[config.mk]
export PLATFORM = sky130hd
export DESIGN_NAME = srt_translator
export DESIGN_NICKNAME = d
export VERILOG_FILES = /design/src/srt_pkg.sv /design/src/srt_translator.sv /design/src/srt_edge_sync.sv
export SDC_FILE = /design/constraint.sdc
export NUM_CORES = 1
export LEC_CHECK = 0
export BUFFER_PORTS_ARGS = -buffer_cell sky130_fd_sc_hd__buf_4
export CAP_MARGIN = 0
export CORE_ASPECT_RATIO = 0.5
export CORE_MARGIN = 2
export CORE_UTILIZATION = 50
export CTS_BUF_LIST = sky130_fd_sc_hd__clkbuf_8
export DETAILED_ROUTE_END_ITERATION = 16
export MAX_ROUTING_LAYER = met4
export PLACE_DENSITY = 0.76
export SKIP_CTS_REPAIR_TIMING = 1
export SLEW_MARGIN = 20
export SYNTH_ARGS = -nofsm -noshare
export SYNTH_HDL_FRONTEND = slang
export SYNTH_SLANG_ARGS = --single-unit
[constraint.sdc]
create_clock -name I_CLK -period 2.45 [get_ports I_CLK]
set_input_delay 0.1225 -clock I_CLK [delete_from_list [all_inputs] [get_ports I_CLK]]
set_output_delay 0.1225 -clock I_CLK [all_outputs]
set_load 0.005 [all_outputs]
[src/srt_pkg.sv]
// package: constants and types for the stepper ring translator
package srt_pkg;
   localparam int STAGES = 5;
   localparam logic [4:0] RING_RESET = 5'h00;
   localparam int CLK_PERIOD_NS = 50;
   localparam int FB_HIGH_MIN_US = 20;
   localparam int FB_HIGH_MAX_US = 100;
   localparam int FB_HIGH_MAX_CYC = (FB_HIGH_MAX_US * 1000) / CLK_PERIOD_NS;
   localparam int STAGE_A = 0;
   localparam int STAGE_B = 2;
   localparam int STAGE_C = 4;
   localparam int STAGE_D = 1;
   localparam int STAGE_E = 3;
   localparam int SKIP_STAGE_LO = 0;
   localparam int SKIP_STAGE_HI = 1;
   typedef enum logic [2:0] {
      SRT_LEN10 = 3'h1,
      SRT_LEN8 = 3'h2,
      SRT_LEN6 = 3'h4
   } srt_len_t;
endpackage

[src/srt_translator.sv]
// module: stepper ring translator top level
`timescale 1ns/100ps
// Overview of operation
// - five-stage johnson ring, strappable shorter
// - eight drops stage 2, six drops 1,2
// - clear puts counter in step one
// - step up or down by stored direction
// - windings A,B,C true; D,E complement
// - falling step edges ORed, strap gated
// - direction latch set by low pulses
// - illegal codes strap-forced back to step one
// - device select high blocks transducer direction
// - enabled feedback rise also steps counter
// - truncate ends feedback; others never masked
// - skip low on query with stages zero
// - unbuffered stage copies provided separately
module srt_translator (
   input wire logic I_CLK,
   input wire logic I_ARST_N,
   input wire logic I_CLEAR,
   input wire logic I_LEN8_STRAP,
   input wire logic I_LEN6_STRAP,
   input wire logic I_STEP_STRAP,
   input wire logic I_ILLEGAL_STRAP,
   input wire logic I_STEP_A_N,
   input wire logic I_STEP_B_N,
   input wire logic I_FWD_N,
   input wire logic I_REV_N,
   input wire logic I_XDCR_DIR,
   input wire logic I_FB_GATE_DIS,
   input wire logic I_FB_STEP,
   input wire logic I_FB_EN,
   input wire logic I_FB_TRUNC_N,
   input wire logic I_SKIP_QUERY_N,
   output logic [4:0] O_WINDING,
   output logic [4:0] O_STAGE_RAW,
   output logic O_DIR_FWD,
   output logic O_SKIP_N
);
   ////////////////////////////////////////////////////////////////////////
   logic rst_meta_reg;
   logic rst_n_reg;
   always_ff @(posedge I_CLK or negedge I_ARST_N) begin
      if (!I_ARST_N) begin
         rst_meta_reg <= 1'b0;
         rst_n_reg <= 1'b0;
      end else begin
         rst_meta_reg <= 1'b1;
         rst_n_reg <= rst_meta_reg;
      end
   end

   ////////////////////////////////////////////////////////////////////////
   logic a_fall, b_fall, fwd_f, rev_f;
   logic fb_rise, xd_rise, xd_f, ft_lvl;
   srt_edge_sync u_sa (
      .i_clk(I_CLK),
      .i_rst_n(rst_n_reg),
      .i_async(I_STEP_A_N),
      .o_level(),
      .o_rise(),
      .o_fall(a_fall)
   );
   srt_edge_sync u_sb (
      .i_clk(I_CLK),
      .i_rst_n(rst_n_reg),
      .i_async(I_STEP_B_N),
      .o_level(),
      .o_rise(),
      .o_fall(b_fall)
   );
   srt_edge_sync u_fw (
      .i_clk(I_CLK),
      .i_rst_n(rst_n_reg),
      .i_async(I_FWD_N),
      .o_level(),
      .o_rise(),
      .o_fall(fwd_f)
   );
   srt_edge_sync u_rv (
      .i_clk(I_CLK),
      .i_rst_n(rst_n_reg),
      .i_async(I_REV_N),
      .o_level(),
      .o_rise(),
      .o_fall(rev_f)
   );
   srt_edge_sync u_fb (
      .i_clk(I_CLK),
      .i_rst_n(rst_n_reg),
      .i_async(I_FB_STEP),
      .o_level(),
      .o_rise(fb_rise),
      .o_fall()
   );
   srt_edge_sync u_xd (
      .i_clk(I_CLK),
      .i_rst_n(rst_n_reg),
      .i_async(I_XDCR_DIR),
      .o_level(),
      .o_rise(xd_rise),
      .o_fall(xd_f)
   );
   srt_edge_sync u_ft (
      .i_clk(I_CLK),
      .i_rst_n(rst_n_reg),
      .i_async(I_FB_TRUNC_N),
      .o_level(ft_lvl),
      .o_rise(),
      .o_fall()
   );

   ////////////////////////////////////////////////////////////////////////
   // next johnson code with stage skipping for shortened rings
   function automatic logic [4:0] ring_step(input logic [4:0] q, input logic up,
                                            input srt_pkg::srt_len_t len);
      logic [4:0] n;
      n = q;
      if (up) begin
         n = {q[3:0], ~q[4]};
         if (len == srt_pkg::SRT_LEN8) begin
            n[2] = q[1];
            n[3] = q[1];
         end else if (len == srt_pkg::SRT_LEN6) begin
            n[1] = q[0];
            n[2] = q[0];
            n[3] = q[0];
         end
      end else begin
         n = {q[0], q[4:1]};
         n[4] = ~q[0];
         if (len == srt_pkg::SRT_LEN8) begin
            n[1] = q[3];
            n[2] = q[3];
         end else if (len == srt_pkg::SRT_LEN6) begin
            n[0] = q[3];
            n[1] = q[3];
            n[2] = q[3];
         end
      end
      return n;
   endfunction

   // a johnson code has at most one boundary between runs
   function automatic logic ring_legal(input logic [4:0] q);
      logic [4:0] d;
      d = q ^ {q[3:0], ~q[4]};
      return (d[0] + d[1] + d[2] + d[3] + d[4]) == 3'd1;
   endfunction

   ////////////////////////////////////////////////////////////////////////
   srt_pkg::srt_len_t len;
   always_comb begin
      if (I_LEN6_STRAP) begin
         len = srt_pkg::SRT_LEN6;
      end else if (I_LEN8_STRAP) begin
         len = srt_pkg::SRT_LEN8;
      end else begin
         len = srt_pkg::SRT_LEN10;
      end
   end

   ////////////////////////////////////////////////////////////////////////
   logic dir_reg, dir_next;
   always_comb begin
      dir_next = dir_reg;
      if (xd_rise && !I_FB_GATE_DIS) begin
         dir_next = 1'b1;
      end
      if (xd_f && !I_FB_GATE_DIS) begin
         dir_next = 1'b0;
      end
      if (fwd_f) begin
         dir_next = 1'b1;
      end
      if (rev_f) begin
         dir_next = 1'b0;
      end
   end
   always_ff @(posedge I_CLK or negedge rst_n_reg) begin
      if (!rst_n_reg) begin
         dir_reg <= 1'b1;
      end else begin
         dir_reg <= dir_next;
      end
   end

   ////////////////////////////////////////////////////////////////////////
   // feedback gate: armed on rise, closed by truncate; it is edge based,
   // so a long high feedback phase never hides the other step inputs
   logic fb_step;
   logic step;
   assign fb_step = fb_rise & I_FB_EN & ft_lvl;
   assign step = I_STEP_STRAP & (a_fall | b_fall) | fb_step;

   logic [4:0] ring_reg, ring_next;
   always_comb begin
      ring_next = ring_reg;
      if (I_CLEAR) begin
         ring_next = srt_pkg::RING_RESET;
      end else if (I_ILLEGAL_STRAP && !ring_legal(ring_reg) && ring_reg != 5'h00 &&
                   ring_reg != 5'h1f) begin
         ring_next = srt_pkg::RING_RESET;
      end else if (step) begin
         ring_next = ring_step(ring_reg, dir_reg, len);
      end
   end
   always_ff @(posedge I_CLK or negedge rst_n_reg) begin
      if (!rst_n_reg) begin
         ring_reg <= srt_pkg::RING_RESET;
      end else begin
         ring_reg <= ring_next;
      end
   end

   ////////////////////////////////////////////////////////////////////////
   logic [4:0] wind_reg, wind_next;
   logic skip_n_reg, skip_n_next;
   always_comb begin
      wind_next[0] = ring_reg[srt_pkg::STAGE_A];
      wind_next[1] = ring_reg[srt_pkg::STAGE_B];
      wind_next[2] = ring_reg[srt_pkg::STAGE_C];
      wind_next[3] = ~ring_reg[srt_pkg::STAGE_D];
      wind_next[4] = ~ring_reg[srt_pkg::STAGE_E];
      skip_n_next = ~(~I_SKIP_QUERY_N & ~ring_reg[srt_pkg::SKIP_STAGE_LO] &
                      ~ring_reg[srt_pkg::SKIP_STAGE_HI]);
   end
   always_ff @(posedge I_CLK or negedge rst_n_reg) begin
      if (!rst_n_reg) begin
         wind_reg <= 5'h18;
         skip_n_reg <= 1'b1;
      end else begin
         wind_reg <= wind_next;
         skip_n_reg <= skip_n_next;
      end
   end

   assign O_WINDING = wind_reg;
   assign O_STAGE_RAW = ring_reg;
   assign O_DIR_FWD = dir_reg;
   assign O_SKIP_N = skip_n_reg;

   ////////////////////////////////////////////////////////////////////////
   clear_state_a: assert property (@(posedge I_CLK) disable iff (!rst_n_reg)
      I_CLEAR |=> ring_reg == 5'h00) else $error("clear missed step one");
   fwd_dir_a: assert property (@(posedge I_CLK) disable iff (!rst_n_reg)
      fwd_f && !rev_f |=> dir_reg) else $error("forward not latched");
   rev_dir_a: assert property (@(posedge I_CLK) disable iff (!rst_n_reg)
      rev_f |=> !dir_reg) else $error("reverse not latched");
   winding_map_a: assert property (@(posedge I_CLK) disable iff (!rst_n_reg)
      ##1 O_WINDING == {~$past(ring_reg[3]), ~$past(ring_reg[1]), $past(ring_reg[4]),
      $past(ring_reg[2]), $past(ring_reg[0])}) else $error("winding map wrong");
   hold_nostep_a: assert property (@(posedge I_CLK) disable iff (!rst_n_reg)
      !step && !I_CLEAR && ring_legal(ring_reg) |=> $stable(ring_reg))
      else $error("ring moved without step");
   skip_resp_a: assert property (@(posedge I_CLK) disable iff (!rst_n_reg)
      I_SKIP_QUERY_N |=> O_SKIP_N) else $error("skip without query");
   gate_dis_a: assert property (@(posedge I_CLK) disable iff (!rst_n_reg)
      I_FB_GATE_DIS && !fwd_f && !rev_f |=> $stable(dir_reg))
      else $error("transducer moved direction");
   len8_a: assert property (@(posedge I_CLK) disable iff (!rst_n_reg)
      len == srt_pkg::SRT_LEN8 && step && !I_CLEAR && ring_legal(ring_reg) |=>
      ring_reg[2] == ring_reg[1] || ring_reg[2] == ring_reg[3])
      else $error("stage 2 not bypassed");
   trunc_a: assert property (@(posedge I_CLK) disable iff (!rst_n_reg)
      !ft_lvl && !(I_STEP_STRAP && (a_fall || b_fall)) && !I_CLEAR &&
      ring_legal(ring_reg) |=> $stable(ring_reg)) else $error("truncate ignored");
   // a step edge on strapped input A moves the ring whatever feedback does
   step_moves_a: assert property (@(posedge I_CLK) disable iff (!rst_n_reg)
      I_STEP_STRAP && a_fall && !I_CLEAR && ring_legal(ring_reg) |=> !$stable(ring_reg))
      else $error("step edge masked");
   fb_step_a: assert property (@(posedge I_CLK) disable iff (!rst_n_reg)
      fb_rise && I_FB_EN && ft_lvl && !I_CLEAR && ring_legal(ring_reg) |=>
      !$stable(ring_reg)) else $error("feedback step lost");
   fb_block_a: assert property (@(posedge I_CLK) disable iff (!rst_n_reg)
      fb_rise && !I_FB_EN && !(I_STEP_STRAP && (a_fall || b_fall)) && !I_CLEAR &&
      ring_legal(ring_reg) |=> $stable(ring_reg)) else $error("disabled feedback stepped");
   illegal_fix_a: assert property (@(posedge I_CLK) disable iff (!rst_n_reg)
      I_ILLEGAL_STRAP && !I_CLEAR && !ring_legal(ring_reg) |=> ring_reg == 5'h00)
      else $error("illegal code kept");
   ring_legal_a: assert property (@(posedge I_CLK) disable iff (!rst_n_reg)
      ring_legal(ring_reg) |=> ring_legal(ring_reg)) else $error("ring left johnson codes");
   len6_a: assert property (@(posedge I_CLK) disable iff (!rst_n_reg)
      len == srt_pkg::SRT_LEN6 && step && !I_CLEAR && ring_legal(ring_reg) |=>
      ring_reg[1] == ring_reg[2]) else $error("stages 1 2 not bypassed");
   up_first_a: assert property (@(posedge I_CLK) disable iff (!rst_n_reg)
      step && dir_reg && len == srt_pkg::SRT_LEN10 && !I_CLEAR && ring_reg == 5'h00 |=>
      ring_reg == 5'h01) else $error("ascending order wrong");
   down_wrap_a: assert property (@(posedge I_CLK) disable iff (!rst_n_reg)
      step && !dir_reg && len == srt_pkg::SRT_LEN10 && !I_CLEAR && ring_reg == 5'h00 |=>
      ring_reg == 5'h10) else $error("descending wrap wrong");
   skip_on_a: assert property (@(posedge I_CLK) disable iff (!rst_n_reg)
      !I_SKIP_QUERY_N && !ring_reg[srt_pkg::SKIP_STAGE_LO] &&
      !ring_reg[srt_pkg::SKIP_STAGE_HI] |=> !O_SKIP_N) else $error("skip not given");
   xdcr_dir_a: assert property (@(posedge I_CLK) disable iff (!rst_n_reg)
      xd_rise && !I_FB_GATE_DIS && !fwd_f && !rev_f |=> dir_reg)
      else $error("transducer direction lost");
   // one synchronised edge gives a single step pulse
   one_pulse_a: assert property (@(posedge I_CLK) disable iff (!rst_n_reg)
      a_fall |=> !a_fall) else $error("double step pulse");
endmodule // srt_translator

[src/srt_edge_sync.sv]
// module: two-flop synchroniser with rise and fall detection
`timescale 1ns/100ps
module srt_edge_sync (
   input wire logic i_clk,
   input wire logic i_rst_n,
   input wire logic i_async,
   output logic o_level,
   output logic o_rise,
   output logic o_fall
);
   logic meta_reg;
   logic sync_reg;
   logic last_reg;
   logic meta_next;
   logic sync_next;
   logic last_next;

   always_comb begin
      meta_next = i_async;
      sync_next = meta_reg;
      last_next = sync_reg;
   end

   always_ff @(posedge i_clk or negedge i_rst_n) begin
      if (!i_rst_n) begin
         meta_reg <= 1'b0;
         sync_reg <= 1'b0;
         last_reg <= 1'b0;
      end else begin
         meta_reg <= meta_next;
         sync_reg <= sync_next;
         last_reg <= last_next;
      end
   end

   assign o_level = sync_reg;
   assign o_rise = sync_reg & ~last_reg;
   assign o_fall = ~sync_reg & last_reg;
endmodule // srt_edge_sync

==> report_table.html, run 1 <==
<table>
<tr><th>Metric</th><th>Value</th></tr>
<tr><th colspan="2">Drt</th></tr>
<tr><td>Vias</td><td>925</td></tr>
<tr><td>Overall routed net length</td><td>about 2400 um</td></tr>
<tr><td>Number of antenna-violating nets in the routed design</td><td>0</td></tr>
<tr><td>Detailed-router iteration count before antenna repair</td><td>4</td></tr>
<tr><td>DRC viols</td><td>0</td></tr>
<tr><td>Routed length per placed instance</td><td>12.9 um</td></tr>
<tr><td>Detailed router's first-iteration violation count</td><td>31</td></tr>
<tr><td>Ratio of routed vias to standard cells</td><td>about 4.9</td></tr>
<tr><th colspan="2">CTS</th></tr>
<tr><td>Number of buffers created by CTS</td><td>5</td></tr>
<tr><td>H-tree levels</td><td>2</td></tr>
<tr><td>Source-to-sink clock delay at the later pin of the worst-skew pair</td><td>0.28 ns</td></tr>
<tr><td>Clock tree from TritonCTS</td><td>built</td></tr>
<tr><td>Clock transition at the register clock pins on the worst setup and hold paths after CTS</td><td>0.07 ns</td></tr>
<tr><td>Clock sink total</td><td>34</td></tr>
<tr><td>Root Buffer Master</td><td>sky130_fd_sc_hd__clkbuf_8</td></tr>
<tr><td>Bufs on Longest Clock Path</td><td>2</td></tr>
<tr><th colspan="2">Power</th></tr>
<tr><td>Part of the total power dissipated in sequential elements</td><td>33.6%</td></tr>
<tr><td>Pint</td><td>between 1 and 1.5 mW</td></tr>
<tr><td>Net switching power of the design</td><td>721 uW</td></tr>
<tr><td>Worst-case vdd ir drop</td><td>624 uV</td></tr>
<tr><td>Static Leak</td><td>slightly below 0.9 nW</td></tr>
<tr><td>Areal power density over the cells</td><td>1130 mW/mm^2</td></tr>
<tr><td>Switch share</td><td>33.4%</td></tr>
<tr><td>Share of total power in the clock network</td><td>19.5%</td></tr>
<tr><td>Fraction of power consumed by combinational cells</td><td>46.9%</td></tr>
<tr><th colspan="2">Status</th></tr>
<tr><td>Outcome</td><td>finished clean</td></tr>
<tr><th colspan="2">Worst hold path</th></tr>
<tr><td>Hold-critical path depth</td><td>2</td></tr>
<tr><td>HP Class</td><td>in2reg</td></tr>
<tr><th colspan="2">STA</th></tr>
<tr><td>Endpoints failing hold</td><td>0</td></tr>
<tr><td>Final clock period utilization by the worst path</td><td>98.8%</td></tr>
<tr><td>Maximum clock frequency</td><td>between 0.4 and 0.5 GHz</td></tr>
<tr><td>Worst Clk Skew</td><td>0.00564 ns</td></tr>
<tr><td>Setup repair after global routing missed its margin</td><td>yes</td></tr>
<tr><td># setup viols final</td><td>0</td></tr>
<tr><td>Slew HR</td><td>57.6%</td></tr>
<tr><td>Number of pins with negative max-slew slack in the final report</td><td>0</td></tr>
<tr><td>Final period demand of the worst path</td><td>2.42 ns</td></tr>
<tr><td>Worst hold margin</td><td>0.0277 ns</td></tr>
<tr><td>Tightest Pin Transition</td><td>0.636 ns</td></tr>
<tr><th colspan="2">Placement</th></tr>
<tr><td>Number of buffers inserted by port buffering</td><td>28</td></tr>
<tr><td>Weighted congestion at the end of routability-driven global placement</td><td>0.918</td></tr>
<tr><td>DPL Wire Length</td><td>1640 um</td></tr>
<tr><td>Instance area at placement</td><td>~0.0017 mm^2</td></tr>
<tr><th colspan="2">Synth</th></tr>
<tr><td>Mean area per synthesized cell</td><td>13.5 um^2</td></tr>
<tr><td>Top cell type's share of synthesized area</td><td>between 50% and 60%</td></tr>
<tr><td>Count of flip-flops with a built-in enable after synthesis</td><td>0</td></tr>
<tr><td>Dominant register cell in the synthesized netlist</td><td>sky130_fd_sc_hd__dfrtp_1</td></tr>
<tr><td>Summed instance area of the synthesized netlist</td><td>0.00137 mm^2</td></tr>
<tr><td>Area contributors post-synth</td><td>sky130_fd_sc_hd__dfrtp_1 (55%), sky130_fd_sc_hd__dfstp_2 (7.7%), sky130_fd_sc_hd__ha_1 (4.6%)</td></tr>
<tr><td>Total of flip-flops plus latches after synthesis</td><td>34</td></tr>
<tr><td>Ys Warns</td><td>0</td></tr>
<tr><td>Number of nets in the synthesized netlist</td><td>126</td></tr>
<tr><td>Fraction of the yosys area taken by sequential cells</td><td>62.4%</td></tr>
<tr><td>Cell taking the most area after synthesis</td><td>sky130_fd_sc_hd__dfrtp_1</td></tr>
<tr><td>Cell count after synthesis</td><td>102</td></tr>
<tr><td>Post-synthesis async set-or-reset flop share</td><td>100%</td></tr>
<tr><td>Distinct cell type count of the synthesized netlist</td><td>34</td></tr>
<tr><th colspan="2">Global route</th></tr>
<tr><td>Global-route wire length before repair</td><td>3660 um</td></tr>
<tr><td>Antenna violations before repair</td><td>0</td></tr>
<tr><td>Total congestion overflow after global routing</td><td>0</td></tr>
<tr><td>Overall track demand over capacity in global routing</td><td>16.9%</td></tr>
<tr><td>Largest net degree at the start of global routing</td><td>17</td></tr>
<tr><td>Vias in the first global route</td><td>824</td></tr>
<tr><th colspan="2">Floorplan</th></tr>
<tr><td>Number of primary I/O pins</td><td>29</td></tr>
<tr><td>Area of the core</td><td>0.00260 mm^2</td></tr>
<tr><td>Starting Density</td><td>52.7%</td></tr>
<tr><td>DIE WIDTH</td><td>between 70 and 80 um</td></tr>
<tr><td>Floorplan die height</td><td>41.1 um</td></tr>
<tr><td>Die footprint</td><td>0.00321 mm^2</td></tr>
<tr><td>Number of cell rows</td><td>13</td></tr>
<tr><th colspan="2">Cells and area</th></tr>
<tr><td>Summed area of non-filler cells in the final layout</td><td>0.00191 mm^2</td></tr>
<tr><td>Layout overhead on the synthesized area</td><td>39.1%</td></tr>
<tr><td>Number of nets in the layout</td><td>173</td></tr>
<tr><td>Number of fillers in the final layout</td><td>around 170</td></tr>
<tr><td>Antenna Cells</td><td>0</td></tr>
<tr><td>Layout cell share with drive strength beyond 1</td><td>46.7%</td></tr>
<tr><th colspan="2">Critical path</th></tr>
<tr><td>Critical Path RT</td><td>2.61 ns</td></tr>
<tr><td>Type of origin of the critical path</td><td>flop</td></tr>
<tr><td>Top fanout value on the critical path</td><td>6</td></tr>
<tr><td>Data arrival time at the worst-slack endpoint</td><td>2.58 ns</td></tr>
<tr><td>Worst R2R Path Depth</td><td>9</td></tr>
<tr><td>Kind of end point of the critical path</td><td>flop</td></tr>
<tr><td>Class of the most critical setup path</td><td>reg2reg</td></tr>
<tr><th colspan="2">Job</th></tr>
<tr><td>Max-cap violations</td><td>0</td></tr>
</table>
[placed cells by master, fill, tap and decap left out, types with 2 or more instances in the layout]
master                          Yosys  layout
sky130_fd_sc_hd__nand2_1            2       2
sky130_fd_sc_hd__o21ai_0            3       3
sky130_fd_sc_hd__xor2_1             2       2
sky130_fd_sc_hd__inv_1              8       4
sky130_fd_sc_hd__dfrtp_1           30      27
sky130_fd_sc_hd__buf_4              3      37
sky130_fd_sc_hd__dfstp_2            4       4
sky130_fd_sc_hd__dfrtp_2            0       3
sky130_fd_sc_hd__dlygate4sd3_1      0       8
sky130_fd_sc_hd__nor2b_1            4       4
sky130_fd_sc_hd__nand3_1            5       5
sky130_fd_sc_hd__inv_2              0       4
sky130_fd_sc_hd__a21oi_1            7       6
sky130_fd_sc_hd__ha_4               0       3
sky130_fd_sc_hd__ha_1               5       2
sky130_fd_sc_hd__clkbuf_8           0       6
sky130_fd_sc_hd__o211ai_1           2       2
sky130_fd_sc_hd__mux2i_1            3       3
[routing by layer]
layer  track usage [%]  wire length (um)  share of wire (%)  vias to the layer above
met2              27.4              1150                 48                       23
met4              9.21                52                2.2                        0
met5                 -                 0                  0                        -
met3              4.63               105                4.3                        7
met1              20.3              1110                 46                      445
li1                  -                 -                  -                      450
[power groups by stage]
stage	sequential, mW	combinational [mW]	clock, mW
after detailed placement	0.737	0.784	0
after global placement	0.733	0.757	0
after global routing	0.735	1.11	0.463
after CTS	0.727	0.790	0.432
after floorplan	0.763	0.480	0
final	0.725	1.01	0.421
[cell usage after synthesis, drive strengths merged, types with 2 or more instances]
cell type	number
a21oi	7
a2bb2oi	2
buf	4
dfrtp	30
dfstp	4
fa	2
ha	5
inv	8
mux2i	3
nand2	2
nand3	5
nor2	2
nor2b	4
o211ai	2
o21ai	4
xor2	2
[worst max-delay path, cell delays in order (launching register included)]
cell and delay [ns]:
sky130_fd_sc_hd__dfrtp_2 0.44, sky130_fd_sc_hd__inv_2 0.10, sky130_fd_sc_hd__ha_4 0.21, sky130_fd_sc_hd__fa_1 0.48
sky130_fd_sc_hd__fa_2 0.39, sky130_fd_sc_hd__ha_4 0.27, sky130_fd_sc_hd__nor2_2 0.03, sky130_fd_sc_hd__a2bb2oi_2 0.10
sky130_fd_sc_hd__and3_4 0.23, sky130_fd_sc_hd__a21oi_1 0.06
[final cells by class]
type                            count  area, um^2  area share, %
Clock buffer                        6        82.6           4.33
Clock inverter                      2        12.5          0.655
Inverter                            8        30.0           1.57
Multi-Input combinational cell     55         520           27.3
Sequential cell                    34         860           45.0
Tap cell                           37        46.3           2.42
Timing Repair Buffer               45         358           18.7
[logic make-up (layout without fill, tap and decap cells)]
logic type	Yosys count	after routing	synth area share [%]
flip-flops	34	34	62.4
AO/OA/AOI/OAI	24	24	14.8
AND/OR/NAND/NOR	17	17	6.56
buffers and inverters	13	61	4.47
adder cells (fa/ha/maj)	7	7	7.48
XOR/XNOR	3	3	1.91
multiplexers	3	3	2.19
other	1	1	0.273
[path summary, 6_finish.rpt]
path	from	end	slack (ns)
setup / recovery	O_STAGE_RAW[0]	O_STAGE_RAW[2]	0.03
hold / removal	I_SKIP_QUERY_N	O_SKIP_N	0.03
setup reg to reg	O_STAGE_RAW[0]	O_STAGE_RAW[2]	0.03
hold reg to reg	rst_n_reg	O_STAGE_RAW[4]	0.26
max in group asynchronous	rst_n_reg	u_sb.last_reg	1.60
min in group asynchronous	I_ARST_N	rst_meta_reg	0.16
[through the flow]
stage | setup TNS [ns] | cells | setup WS (ns) | util [%] | total power [mW]
after detailed placement | -0.00330 | 169 | -0.00330 | 64.3 | 1.52
after global routing | -0.162 | 187 | -0.0438 | 73.4 | 2.31
after CTS | -0.0224 | 177 | -0.0224 | 68.0 | 1.95
final | 0 | 187 | 0.0289 | 73.4 | 2.16
after floorplan | 0 | 102 | 0.0606 | - | 1.24
after global placement | 0 | 169 | 0.0414 | 64.3 | 1.49
Note: power is estimated with default switching activity, not from simulation.
==> run 2, diff against run 1 <==
- ABC_AREA: unset -> 1
- GPL_TIMING_DRIVEN: unset -> 1
==> run 2 against run 1 <==
Compared with the run above: the flow now finishes with violations (negative setup slack); final cell count grew 16%; area after synthesis up 1.5%; fmax shrank 1.4%; die area rose by 1.3%; clock skew grew 0.0043 ns; first-iteration DRC count up 84%; total power rose by 13%; clock power grew 46%; final area increased by 2.3%; synthesized cell count is 27% higher; hold slack worse by 0.012 ns; critical path type unchanged; critical endpoint is now O_STAGE_RAW[0]; largest cell class unchanged; largest power group unchanged; highest routed layer unchanged.
==> report_table.html, run 2 <==
<table>
<tr><th>Metric</th><th>Value</th></tr>
<tr><th colspan="2">Global route</th></tr>
<tr><td>Vias in the first global route</td><td>923 (+12%)</td></tr>
<tr><td>Overall track demand over capacity in global routing</td><td>18.3% (+1.4 points)</td></tr>
<tr><td>Antenna violations before repair</td><td>0 (unchanged)</td></tr>
<tr><td>Largest net degree at the start of global routing</td><td>27 (+10)</td></tr>
<tr><td>Global-route wire length before repair</td><td>3900 um (+6.4%)</td></tr>
<tr><td>Total congestion overflow after global routing</td><td>0 (unchanged)</td></tr>
<tr><th colspan="2">Job</th></tr>
<tr><td>Max-cap violations</td><td>0 (unchanged)</td></tr>
<tr><th colspan="2">Drt</th></tr>
<tr><td>Detailed router's first-iteration violation count</td><td>57 (+84%)</td></tr>
<tr><td>DRC viols</td><td>0 (unchanged)</td></tr>
<tr><td>Number of antenna-violating nets in the routed design</td><td>0 (unchanged)</td></tr>
<tr><td>Overall routed net length</td><td>2610 um (+7.9%)</td></tr>
<tr><td>Detailed-router iteration count before antenna repair</td><td>4 (unchanged)</td></tr>
<tr><td>Vias</td><td>1001 (+8.2%)</td></tr>
<tr><td>Routed length per placed instance</td><td>12.1 um (-6.6%)</td></tr>
<tr><td>Ratio of routed vias to standard cells</td><td>4.63 (-6.3%)</td></tr>
<tr><th colspan="2">Power</th></tr>
<tr><td>Static Leak</td><td>0.975 nW (+12%)</td></tr>
<tr><td>Worst-case vdd ir drop</td><td>625 uV (about the same)</td></tr>
<tr><td>Areal power density over the cells</td><td>1250 mW/mm^2 (+10%)</td></tr>
<tr><td>Power consumption</td><td>2.43 mW (+13%)</td></tr>
<tr><th colspan="2">STA</th></tr>
<tr><td>Setup repair after global routing missed its margin</td><td>yes</td></tr>
<tr><td>Worst path setup slack after routing</td><td>-0.00445 ns (-0.0333 ns)</td></tr>
<tr><td>Worst hold margin</td><td>0.0162 ns (-0.0115 ns)</td></tr>
<tr><td>Final clock period utilization by the worst path</td><td>100% (+1.4 points)</td></tr>
<tr><td># setup viols final</td><td>1 (+1)</td></tr>
<tr><td>Number of pins with negative max-slew slack in the final report</td><td>0 (unchanged)</td></tr>
<tr><td>Setup TNS</td><td>-0.00445 ns (-0.00445 ns)</td></tr>
<tr><td>Worst Clk Skew</td><td>0.00991 ns (+0.00427 ns)</td></tr>
<tr><td>Tightest Pin Transition</td><td>0.569 ns (-0.0675 ns)</td></tr>
<tr><td>Slew HR</td><td>62.1% (+4.5 points)</td></tr>
<tr><td>Final period demand of the worst path</td><td>2.45 ns (+0.0333 ns)</td></tr>
<tr><td>Endpoints failing hold</td><td>0 (unchanged)</td></tr>
<tr><td>Maximum clock frequency</td><td>0.407 GHz (-1.4%)</td></tr>
<tr><th colspan="2">Floorplan</th></tr>
<tr><td>Area of the core</td><td>0.00262 mm^2 (+0.62%)</td></tr>
<tr><td>Number of primary I/O pins</td><td>29 (unchanged)</td></tr>
<tr><td>Floorplan die height</td><td>41.3 um (+0.65%)</td></tr>
<tr><td>DIE WIDTH</td><td>78.6 um (+0.69%)</td></tr>
<tr><td>Starting Density</td><td>53.2% (+0.44 points)</td></tr>
<tr><td>Die footprint</td><td>0.00325 mm^2 (+1.3%)</td></tr>
<tr><td>Number of cell rows</td><td>13 (unchanged)</td></tr>
<tr><th colspan="2">CTS</th></tr>
<tr><td>Source-to-sink clock delay at the later pin of the worst-skew pair</td><td>0.29 ns (about the same)</td></tr>
<tr><td>Clock tree from TritonCTS</td><td>built</td></tr>
<tr><td>H-tree levels</td><td>2 (unchanged)</td></tr>
<tr><td>Number of buffers created by CTS</td><td>5 (unchanged)</td></tr>
<tr><td>Clock sink total</td><td>34 (unchanged)</td></tr>
<tr><td>Clock transition at the register clock pins on the worst setup and hold paths after CTS</td><td>0.08 ns (about the same)</td></tr>
<tr><td>Bufs on Longest Clock Path</td><td>2 (unchanged)</td></tr>
<tr><td>Root Buffer Master</td><td>sky130_fd_sc_hd__clkbuf_8</td></tr>
<tr><th colspan="2">Synth</th></tr>
<tr><td>Top cell type's share of synthesized area</td><td>53.9% (-0.79 points)</td></tr>
<tr><td>Most instantiated library cell after synthesis</td><td>sky130_fd_sc_hd__dfrtp_1</td></tr>
<tr><td>Ys Warns</td><td>0 (unchanged)</td></tr>
<tr><td>Area contributors post-synth</td><td>sky130_fd_sc_hd__dfrtp_1 (54%), sky130_fd_sc_hd__dfstp_2 (7.5%), sky130_fd_sc_hd__nand2_1 (7.3%)</td></tr>
<tr><td>Ranking of synthesized cells by instance count</td><td>sky130_fd_sc_hd__dfrtp_1 (30), sky130_fd_sc_hd__nand2_1 (27), sky130_fd_sc_hd__inv_1 (12), sky130_fd_sc_hd__nor2_1 (12)</td></tr>
<tr><td>Fraction of the yosys area taken by sequential cells</td><td>61.5% (-0.90 points)</td></tr>
<tr><td>Cell taking the most area after synthesis</td><td>sky130_fd_sc_hd__dfrtp_1</td></tr>
<tr><td>Summed instance area of the synthesized netlist</td><td>0.00139 mm^2 (+1.5%)</td></tr>
<tr><td>Dominant register cell in the synthesized netlist</td><td>sky130_fd_sc_hd__dfrtp_1</td></tr>
<tr><td>Count of flip-flops with a built-in enable after synthesis</td><td>0 (unchanged)</td></tr>
<tr><td>Cell count after synthesis</td><td>130 (+27%)</td></tr>
<tr><td>Number of nets in the synthesized netlist</td><td>154 (+22%)</td></tr>
<tr><td>Total of flip-flops plus latches after synthesis</td><td>34 (unchanged)</td></tr>
<tr><td>Distinct cell type count of the synthesized netlist</td><td>23 (-32%)</td></tr>
<tr><td>Mean area per synthesized cell</td><td>10.7 um^2 (-20%)</td></tr>
<tr><td>Post-synthesis async set-or-reset flop share</td><td>100% (unchanged)</td></tr>
<tr><th colspan="2">Critical path</th></tr>
<tr><td>Class of the most critical setup path</td><td>reg2reg</td></tr>
<tr><td>Kind of end point of the critical path</td><td>flop</td></tr>
<tr><td>Critical path's largest stage delay</td><td>0.46 ns (-0.02 ns)</td></tr>
<tr><td>Critical Path RT</td><td>2.63 ns (+0.02 ns)</td></tr>
<tr><td>Most prevalent standard cell on the critical path</td><td>sky130_fd_sc_hd__ha_4</td></tr>
<tr><td>Type of origin of the critical path</td><td>flop</td></tr>
<tr><td>Number of buffer and inverter stages on the critical path</td><td>1 (unchanged)</td></tr>
<tr><td>Crit path max-delay cell type</td><td>sky130_fd_sc_hd__fa_1</td></tr>
<tr><td>Crit path max-delay family</td><td>adder cells</td></tr>
<tr><td>Worst R2R Path Depth</td><td>9 (unchanged)</td></tr>
<tr><td>Crit path cell chain</td><td>inv_4 -&gt; ha_4 -&gt; fa_1 -&gt; fa_2 -&gt; ha_4 -&gt; nand3b_1 -&gt; nand4_1 -&gt; nand3_1 -&gt; nand2_1</td></tr>
<tr><td>Data arrival time at the worst-slack endpoint</td><td>2.63 ns (+0.05 ns)</td></tr>
<tr><td>Top fanout value on the critical path</td><td>4 (-2)</td></tr>
<tr><td>Number of cells on the critical path</td><td>9 (unchanged)</td></tr>
<tr><th colspan="2">Cells and area</th></tr>
<tr><td>Antenna Cells</td><td>0 (unchanged)</td></tr>
<tr><td>Number of fillers in the final layout</td><td>177 (+2.9%)</td></tr>
<tr><td>Top library cells by usage in the layout, fill and taps aside</td><td>sky130_fd_sc_hd__buf_4 (37), sky130_fd_sc_hd__dfrtp_1 (27), sky130_fd_sc_hd__nand2_1 (26)</td></tr>
<tr><td>Layout cell share with drive strength beyond 1</td><td>39.1% (-7.6 points)</td></tr>
<tr><td>Post-route core utilization</td><td>74.6% (+1.2 points)</td></tr>
<tr><td>Count of placed standard cells in the final layout, fillers left out</td><td>216 (+16%)</td></tr>
<tr><td>Layout overhead on the synthesized area</td><td>40.3%</td></tr>
<tr><td>Most common cell after layout, fill and taps aside</td><td>sky130_fd_sc_hd__buf_4</td></tr>
<tr><td>Number of nets in the layout</td><td>202 (+17%)</td></tr>
<tr><th colspan="2">Placement</th></tr>
<tr><td>Weighted congestion at the end of routability-driven global placement</td><td>0.886 (-3.5%)</td></tr>
<tr><td>Number of buffers inserted by port buffering</td><td>28 (unchanged)</td></tr>
<tr><td>DPL Wire Length</td><td>1730 um (+5.2%)</td></tr>
<tr><td>Cell count after placement</td><td>198 (+17%)</td></tr>
<tr><th colspan="2">Worst hold path</th></tr>
<tr><td>HP Class</td><td>in2reg</td></tr>
<tr><td>Hold-critical path depth</td><td>3 (+1)</td></tr>
<tr><th colspan="2">Status</th></tr>
<tr><td>Violations in the final reports</td><td>negative setup slack</td></tr>
<tr><td>Outcome</td><td>finished, violations left</td></tr>
</table>
==> run 2: cell count changes after synthesis, sizes merged, moves of 2 or more <==
cell	delta
o21ai	+3
nor2b	-4
nor2	+12
a2bb2oi	-2
mux2i	-3
nand2	+28
inv	+7
o211ai	-2
==> run 2: cell type report <==
cell class	count	area, um^2	share of cell area (%)
tap	37	46.3	2.37
clock buffer	5	68.8	3.52
timing repair buffer	45	358	18.3
clock inverter	3	68.8	3.52
sequential	34	860	44.0
inverter	15	58.8	3.01
multi-input combinational	77	493	25.2
==> run 2: worst min-delay path: stages <==
cell,delay (ns)
sky130_fd_sc_hd__buf_4,0.07
sky130_fd_sc_hd__nor2_1,0.03
sky130_fd_sc_hd__nand2_1,0.05
==> run 2: routing by layer <==
layer	vias to the layer above	GRT usage [%]	part of all wire, %
li1	498	-	-
met1	465	18.5	40
met2	34	33.5	51
met3	4	6.47	7.2
met4	0	10.5	1.1
met5	-	-	0
==> run 2: cells by family (layout without fill, tap and decap cells) <==
group | after synthesis | count (layout) | share of synthesized area (%)
compound gates | 14 | 14 | 5.12
xor+xnor | 3 | 3 | 1.89
fa+ha+maj | 7 | 7 | 7.37
buf+inv | 19 | 68 | 6.20
flops | 34 | 34 | 61.5
other cells | 1 | 1 | 0.269
simple gates | 52 | 52 | 17.7
==> run 2: final timing paths <==
| check | to | slack [ns] | from |
|---|---|---|---|
| worst min register to register | O_WINDING[0] | 0.26 | rst_n_reg |
| worst max-delay path | O_STAGE_RAW[0] | -0.004 | O_STAGE_RAW[0] |
| min in group asynchronous | rst_n_reg | 0.15 | I_ARST_N |
| worst min-delay path | O_SKIP_N | 0.02 | I_SKIP_QUERY_N |
| worst max register to register | O_STAGE_RAW[0] | -0.004 | O_STAGE_RAW[0] |
| max in group asynchronous | u_sa.o_level | 1.67 | rst_n_reg |
==> run 2: where the power goes <==
| group | internal, mW | total [mW] | switching, mW |
|---|---|---|---|
| combinational | 0.519 | 1.09 | 0.567 |
| sequential | 0.671 | 0.731 | 0.0599 |
| clock | 0.407 | 0.616 | 0.208 |
| total | 1.60 | 2.43 | 0.836 |
==> run 2: metrics by stage <==
stage               worst slack, ns  area (um^2)
floorplan                    0.0534         1410
global placement             0.0532         1690
detailed placement          -0.0579         1690
CTS                         -0.0814         1830
global route                 -0.114         1950
finish                     -0.00445         1950
==> run 3, diff against run 2 <==
- clock period: 2.45 -> 2.85 ns (I/O delays scaled with it)
==> run 3 against run 2 <==
Compared with the run above: the run now ends clean; clock-buffer cell count grew 1; fmax decreased by 8.8%; flip-flop and latch count is the same; critical path depth grew 2; first-iteration DRC count rose by 42%.
==> report_table.html, run 3 (same netlist as run 2, synthesis figures left out) <==
<table>
<tr><th>Metric</th><th>Value</th></tr>
<tr><th colspan="2">STA</th></tr>
<tr><td>Slew HR</td><td>45.2% (-17 points)</td></tr>
<tr><td>Setup TNS</td><td>0 ns (+0.00445 ns)</td></tr>
<tr><td>Maximum clock frequency</td><td>0.371 GHz (-8.8%)</td></tr>
<tr><td>Number of pins with negative max-slew slack in the final report</td><td>0 (unchanged)</td></tr>
<tr><td>Final clock period utilization by the worst path</td><td>94.5% (-5.7 points)</td></tr>
<tr><td># setup viols final</td><td>0 (-1)</td></tr>
<tr><td>Setup repair after global routing missed its margin</td><td>no</td></tr>
<tr><td>Final period demand of the worst path</td><td>2.69 ns (+0.238 ns)</td></tr>
<tr><td>Worst Clk Skew</td><td>0.00608 ns (-0.00383 ns)</td></tr>
<tr><td>Worst path setup slack after routing</td><td>0.158 ns (+0.162 ns)</td></tr>
<tr><td>Endpoints failing hold</td><td>0 (unchanged)</td></tr>
<tr><td>Tightest Pin Transition</td><td>0.821 ns (+0.253 ns)</td></tr>
<tr><th colspan="2">Drt</th></tr>
<tr><td>Detailed router's first-iteration violation count</td><td>81 (+42%)</td></tr>
<tr><td>Ratio of routed vias to standard cells</td><td>4.58 (-1.1%)</td></tr>
<tr><td>Number of antenna-violating nets in the routed design</td><td>0 (unchanged)</td></tr>
<tr><td>Detailed-router iteration count before antenna repair</td><td>4 (unchanged)</td></tr>
<tr><td>Overall routed net length</td><td>2350 um (-10%)</td></tr>
<tr><td>DRC viols</td><td>0 (unchanged)</td></tr>
<tr><td>Vias</td><td>972 (-2.9%)</td></tr>
<tr><td>Routed length per placed instance</td><td>11.1 um (-8.3%)</td></tr>
<tr><th colspan="2">Critical path</th></tr>
<tr><td>Class of the most critical setup path</td><td>reg2reg</td></tr>
<tr><td>Top fanout value on the critical path</td><td>6 (+2)</td></tr>
<tr><td>Critical Path RT</td><td>3.08 ns (+0.45 ns)</td></tr>
<tr><td>Type of origin of the critical path</td><td>flop</td></tr>
<tr><td>Start of the worst register-to-register path</td><td>O_STAGE_RAW[0]</td></tr>
<tr><td>Kind of end point of the critical path</td><td>flop</td></tr>
<tr><td>Worst setup path start</td><td>O_STAGE_RAW[0]</td></tr>
<tr><td>Data arrival time at the worst-slack endpoint</td><td>2.92 ns (+0.29 ns)</td></tr>
<tr><th colspan="2">CTS</th></tr>
<tr><td>Bufs on Longest Clock Path</td><td>2 (unchanged)</td></tr>
<tr><td>Source-to-sink clock delay at the later pin of the worst-skew pair</td><td>0.29 ns (about the same)</td></tr>
<tr><td>Clock transition at the register clock pins on the worst setup and hold paths after CTS</td><td>0.07 ns (about the same)</td></tr>
<tr><td>Root Buffer Master</td><td>sky130_fd_sc_hd__clkbuf_8</td></tr>
<tr><td>Number of buffers created by CTS</td><td>5 (unchanged)</td></tr>
<tr><td>Clock tree from TritonCTS</td><td>built</td></tr>
<tr><td>H-tree levels</td><td>2 (unchanged)</td></tr>
<tr><td>Clock sink total</td><td>34 (unchanged)</td></tr>
<tr><th colspan="2">Cells and area</th></tr>
<tr><td>Count of placed standard cells in the final layout, fillers left out</td><td>212 (-1.9%)</td></tr>
<tr><td>Layout overhead on the synthesized area</td><td>31.6%</td></tr>
<tr><td>Most common cell after layout, fill and taps aside</td><td>sky130_fd_sc_hd__buf_4</td></tr>
<tr><td>Top library cells by usage in the layout, fill and taps aside</td><td>sky130_fd_sc_hd__buf_4 (33), sky130_fd_sc_hd__dfrtp_1 (29), sky130_fd_sc_hd__nand2_1 (27)</td></tr>
<tr><td>Layout cell share with drive strength beyond 1</td><td>32.6% (-6.5 points)</td></tr>
<tr><td>Number of nets in the layout</td><td>198 (-2.0%)</td></tr>
<tr><td>Multi-input gate area in the final layout</td><td>450 um^2 (-8.6%)</td></tr>
<tr><td>Area taken by flip-flops and latches</td><td>857 um^2 (-0.29%)</td></tr>
<tr><td>Number of fillers in the final layout</td><td>189 (+6.8%)</td></tr>
<tr><td>Antenna Cells</td><td>0 (unchanged)</td></tr>
<tr><th colspan="2">Worst hold path</th></tr>
<tr><td>HP Class</td><td>in2reg</td></tr>
<tr><td>Worst Hold Launch</td><td>I_SKIP_QUERY_N</td></tr>
<tr><th colspan="2">Global route</th></tr>
<tr><td>Global-route wire length before repair</td><td>3840 um (-1.4%)</td></tr>
<tr><td>Vias in the first global route</td><td>867 (-6.1%)</td></tr>
<tr><td>Total congestion overflow after global routing</td><td>0 (unchanged)</td></tr>
<tr><td>Antenna violations before repair</td><td>0 (unchanged)</td></tr>
<tr><td>Overall track demand over capacity in global routing</td><td>17.9% (-0.46 points)</td></tr>
<tr><td>Largest net degree at the start of global routing</td><td>23 (-15%)</td></tr>
<tr><th colspan="2">Placement</th></tr>
<tr><td>Cell count after placement</td><td>196 (-1.0%)</td></tr>
<tr><td>Number of buffers inserted by port buffering</td><td>28 (unchanged)</td></tr>
<tr><td>Weighted congestion at the end of routability-driven global placement</td><td>0.890 (+0.44%)</td></tr>
<tr><td>Pre-CTS setup slack</td><td>0.0844 ns (+0.142 ns)</td></tr>
<tr><td>DPL Wire Length</td><td>1720 um (-0.54%)</td></tr>
<tr><th colspan="2">Power</th></tr>
<tr><td>Areal power density over the cells</td><td>965 mW/mm^2 (-23%)</td></tr>
<tr><td>Static Leak</td><td>0.938 nW (-3.8%)</td></tr>
<tr><td>Worst-case vdd ir drop</td><td>463 uV (-26%)</td></tr>
<tr><th colspan="2">Floorplan</th></tr>
<tr><td>Starting Density</td><td>53.2% (unchanged)</td></tr>
<tr><td>DIE WIDTH</td><td>78.6 um (unchanged)</td></tr>
<tr><td>Die footprint</td><td>0.00325 mm^2 (unchanged)</td></tr>
<tr><td>Floorplan die height</td><td>41.3 um (unchanged)</td></tr>
<tr><td>Number of cell rows</td><td>13 (unchanged)</td></tr>
<tr><td>Area of the core</td><td>0.00262 mm^2 (unchanged)</td></tr>
<tr><td>Number of primary I/O pins</td><td>29 (unchanged)</td></tr>
<tr><th colspan="2">Job</th></tr>
<tr><td>Max-cap violations</td><td>0 (unchanged)</td></tr>
<tr><th colspan="2">Status</th></tr>
<tr><td>Outcome</td><td>finished clean</td></tr>
</table>
-- run 3: final cells by class --
cell class / instances / share of cell area [%]
clock buffer: 6 / 4.51
multi-input combinational: 77 / 24.6
clock inverter: 2 / 0.683
timing repair buffer: 41 / 17.9
tap: 37 / 2.53
inverter: 15 / 3.07
sequential: 34 / 46.8
-- run 3: metal layers --
metal	vias up	routed length, um	global-route usage (%)
met5	-	0	-
met4	0	21	5.70
met3	3	126	8.41
met2	27	1050	26.5
met1	453	1150	22.2
li1	489	-	-
-- run 3: metrics by stage --
step           hold slack (ns)  area [um^2]  power (mW)  util (%)
4_1_cts                 -0.378         1750        1.77      66.9
6_report                0.0368         1830        1.77      70.0
3_3_place_gp           -0.0738         1660        1.37      63.3
2_1_floorplan           -0.153         1390        1.15         -
5_1_grt                 0.0478         1830        1.93      70.0
3_5_place_dp           -0.0723         1660        1.40      63.3
-- run 3: path summary, 6_finish.rpt --
kind                                  end  slack [ns]  cells past startpoint
max in group asynchronous    O_WINDING[4]        1.77                      1
setup reg to reg           O_STAGE_RAW[3]        0.16                     11
hold / removal                   O_SKIP_N        0.04                      3
setup / recovery           O_STAGE_RAW[3]        0.16                     11
hold reg to reg             u_fb.last_reg        0.34                      0
min in group asynchronous    rst_meta_reg        0.18                      2
-- run 3: power by group --
part | total (mW) | switching, mW | internal [mW] | leakage [nW]
clock network | 0.368 | 0.174 | 0.194 | 0.0472
logic | 0.772 | 0.412 | 0.360 | 0.489
registers | 0.629 | 0.0532 | 0.576 | 0.402
total | 1.77 | 0.640 | 1.13 | 0.938
-- run 3: critical path, stage by stage, from the launching register on --
cell and delay (ns):
sky130_fd_sc_hd__dfrtp_1 0.45, sky130_fd_sc_hd__inv_2 0.08, sky130_fd_sc_hd__ha_1 0.32, sky130_fd_sc_hd__fa_1 0.49, sky130_fd_sc_hd__fa_1 0.44, sky130_fd_sc_hd__ha_1 0.27, sky130_fd_sc_hd__nand3b_1 0.17, sky130_fd_sc_hd__nand2_1 0.11
sky130_fd_sc_hd__nor2_4 0.05, sky130_fd_sc_hd__nor2_4 0.12, sky130_fd_sc_hd__nand2_1 0.07, sky130_fd_sc_hd__nand2_1 0.06
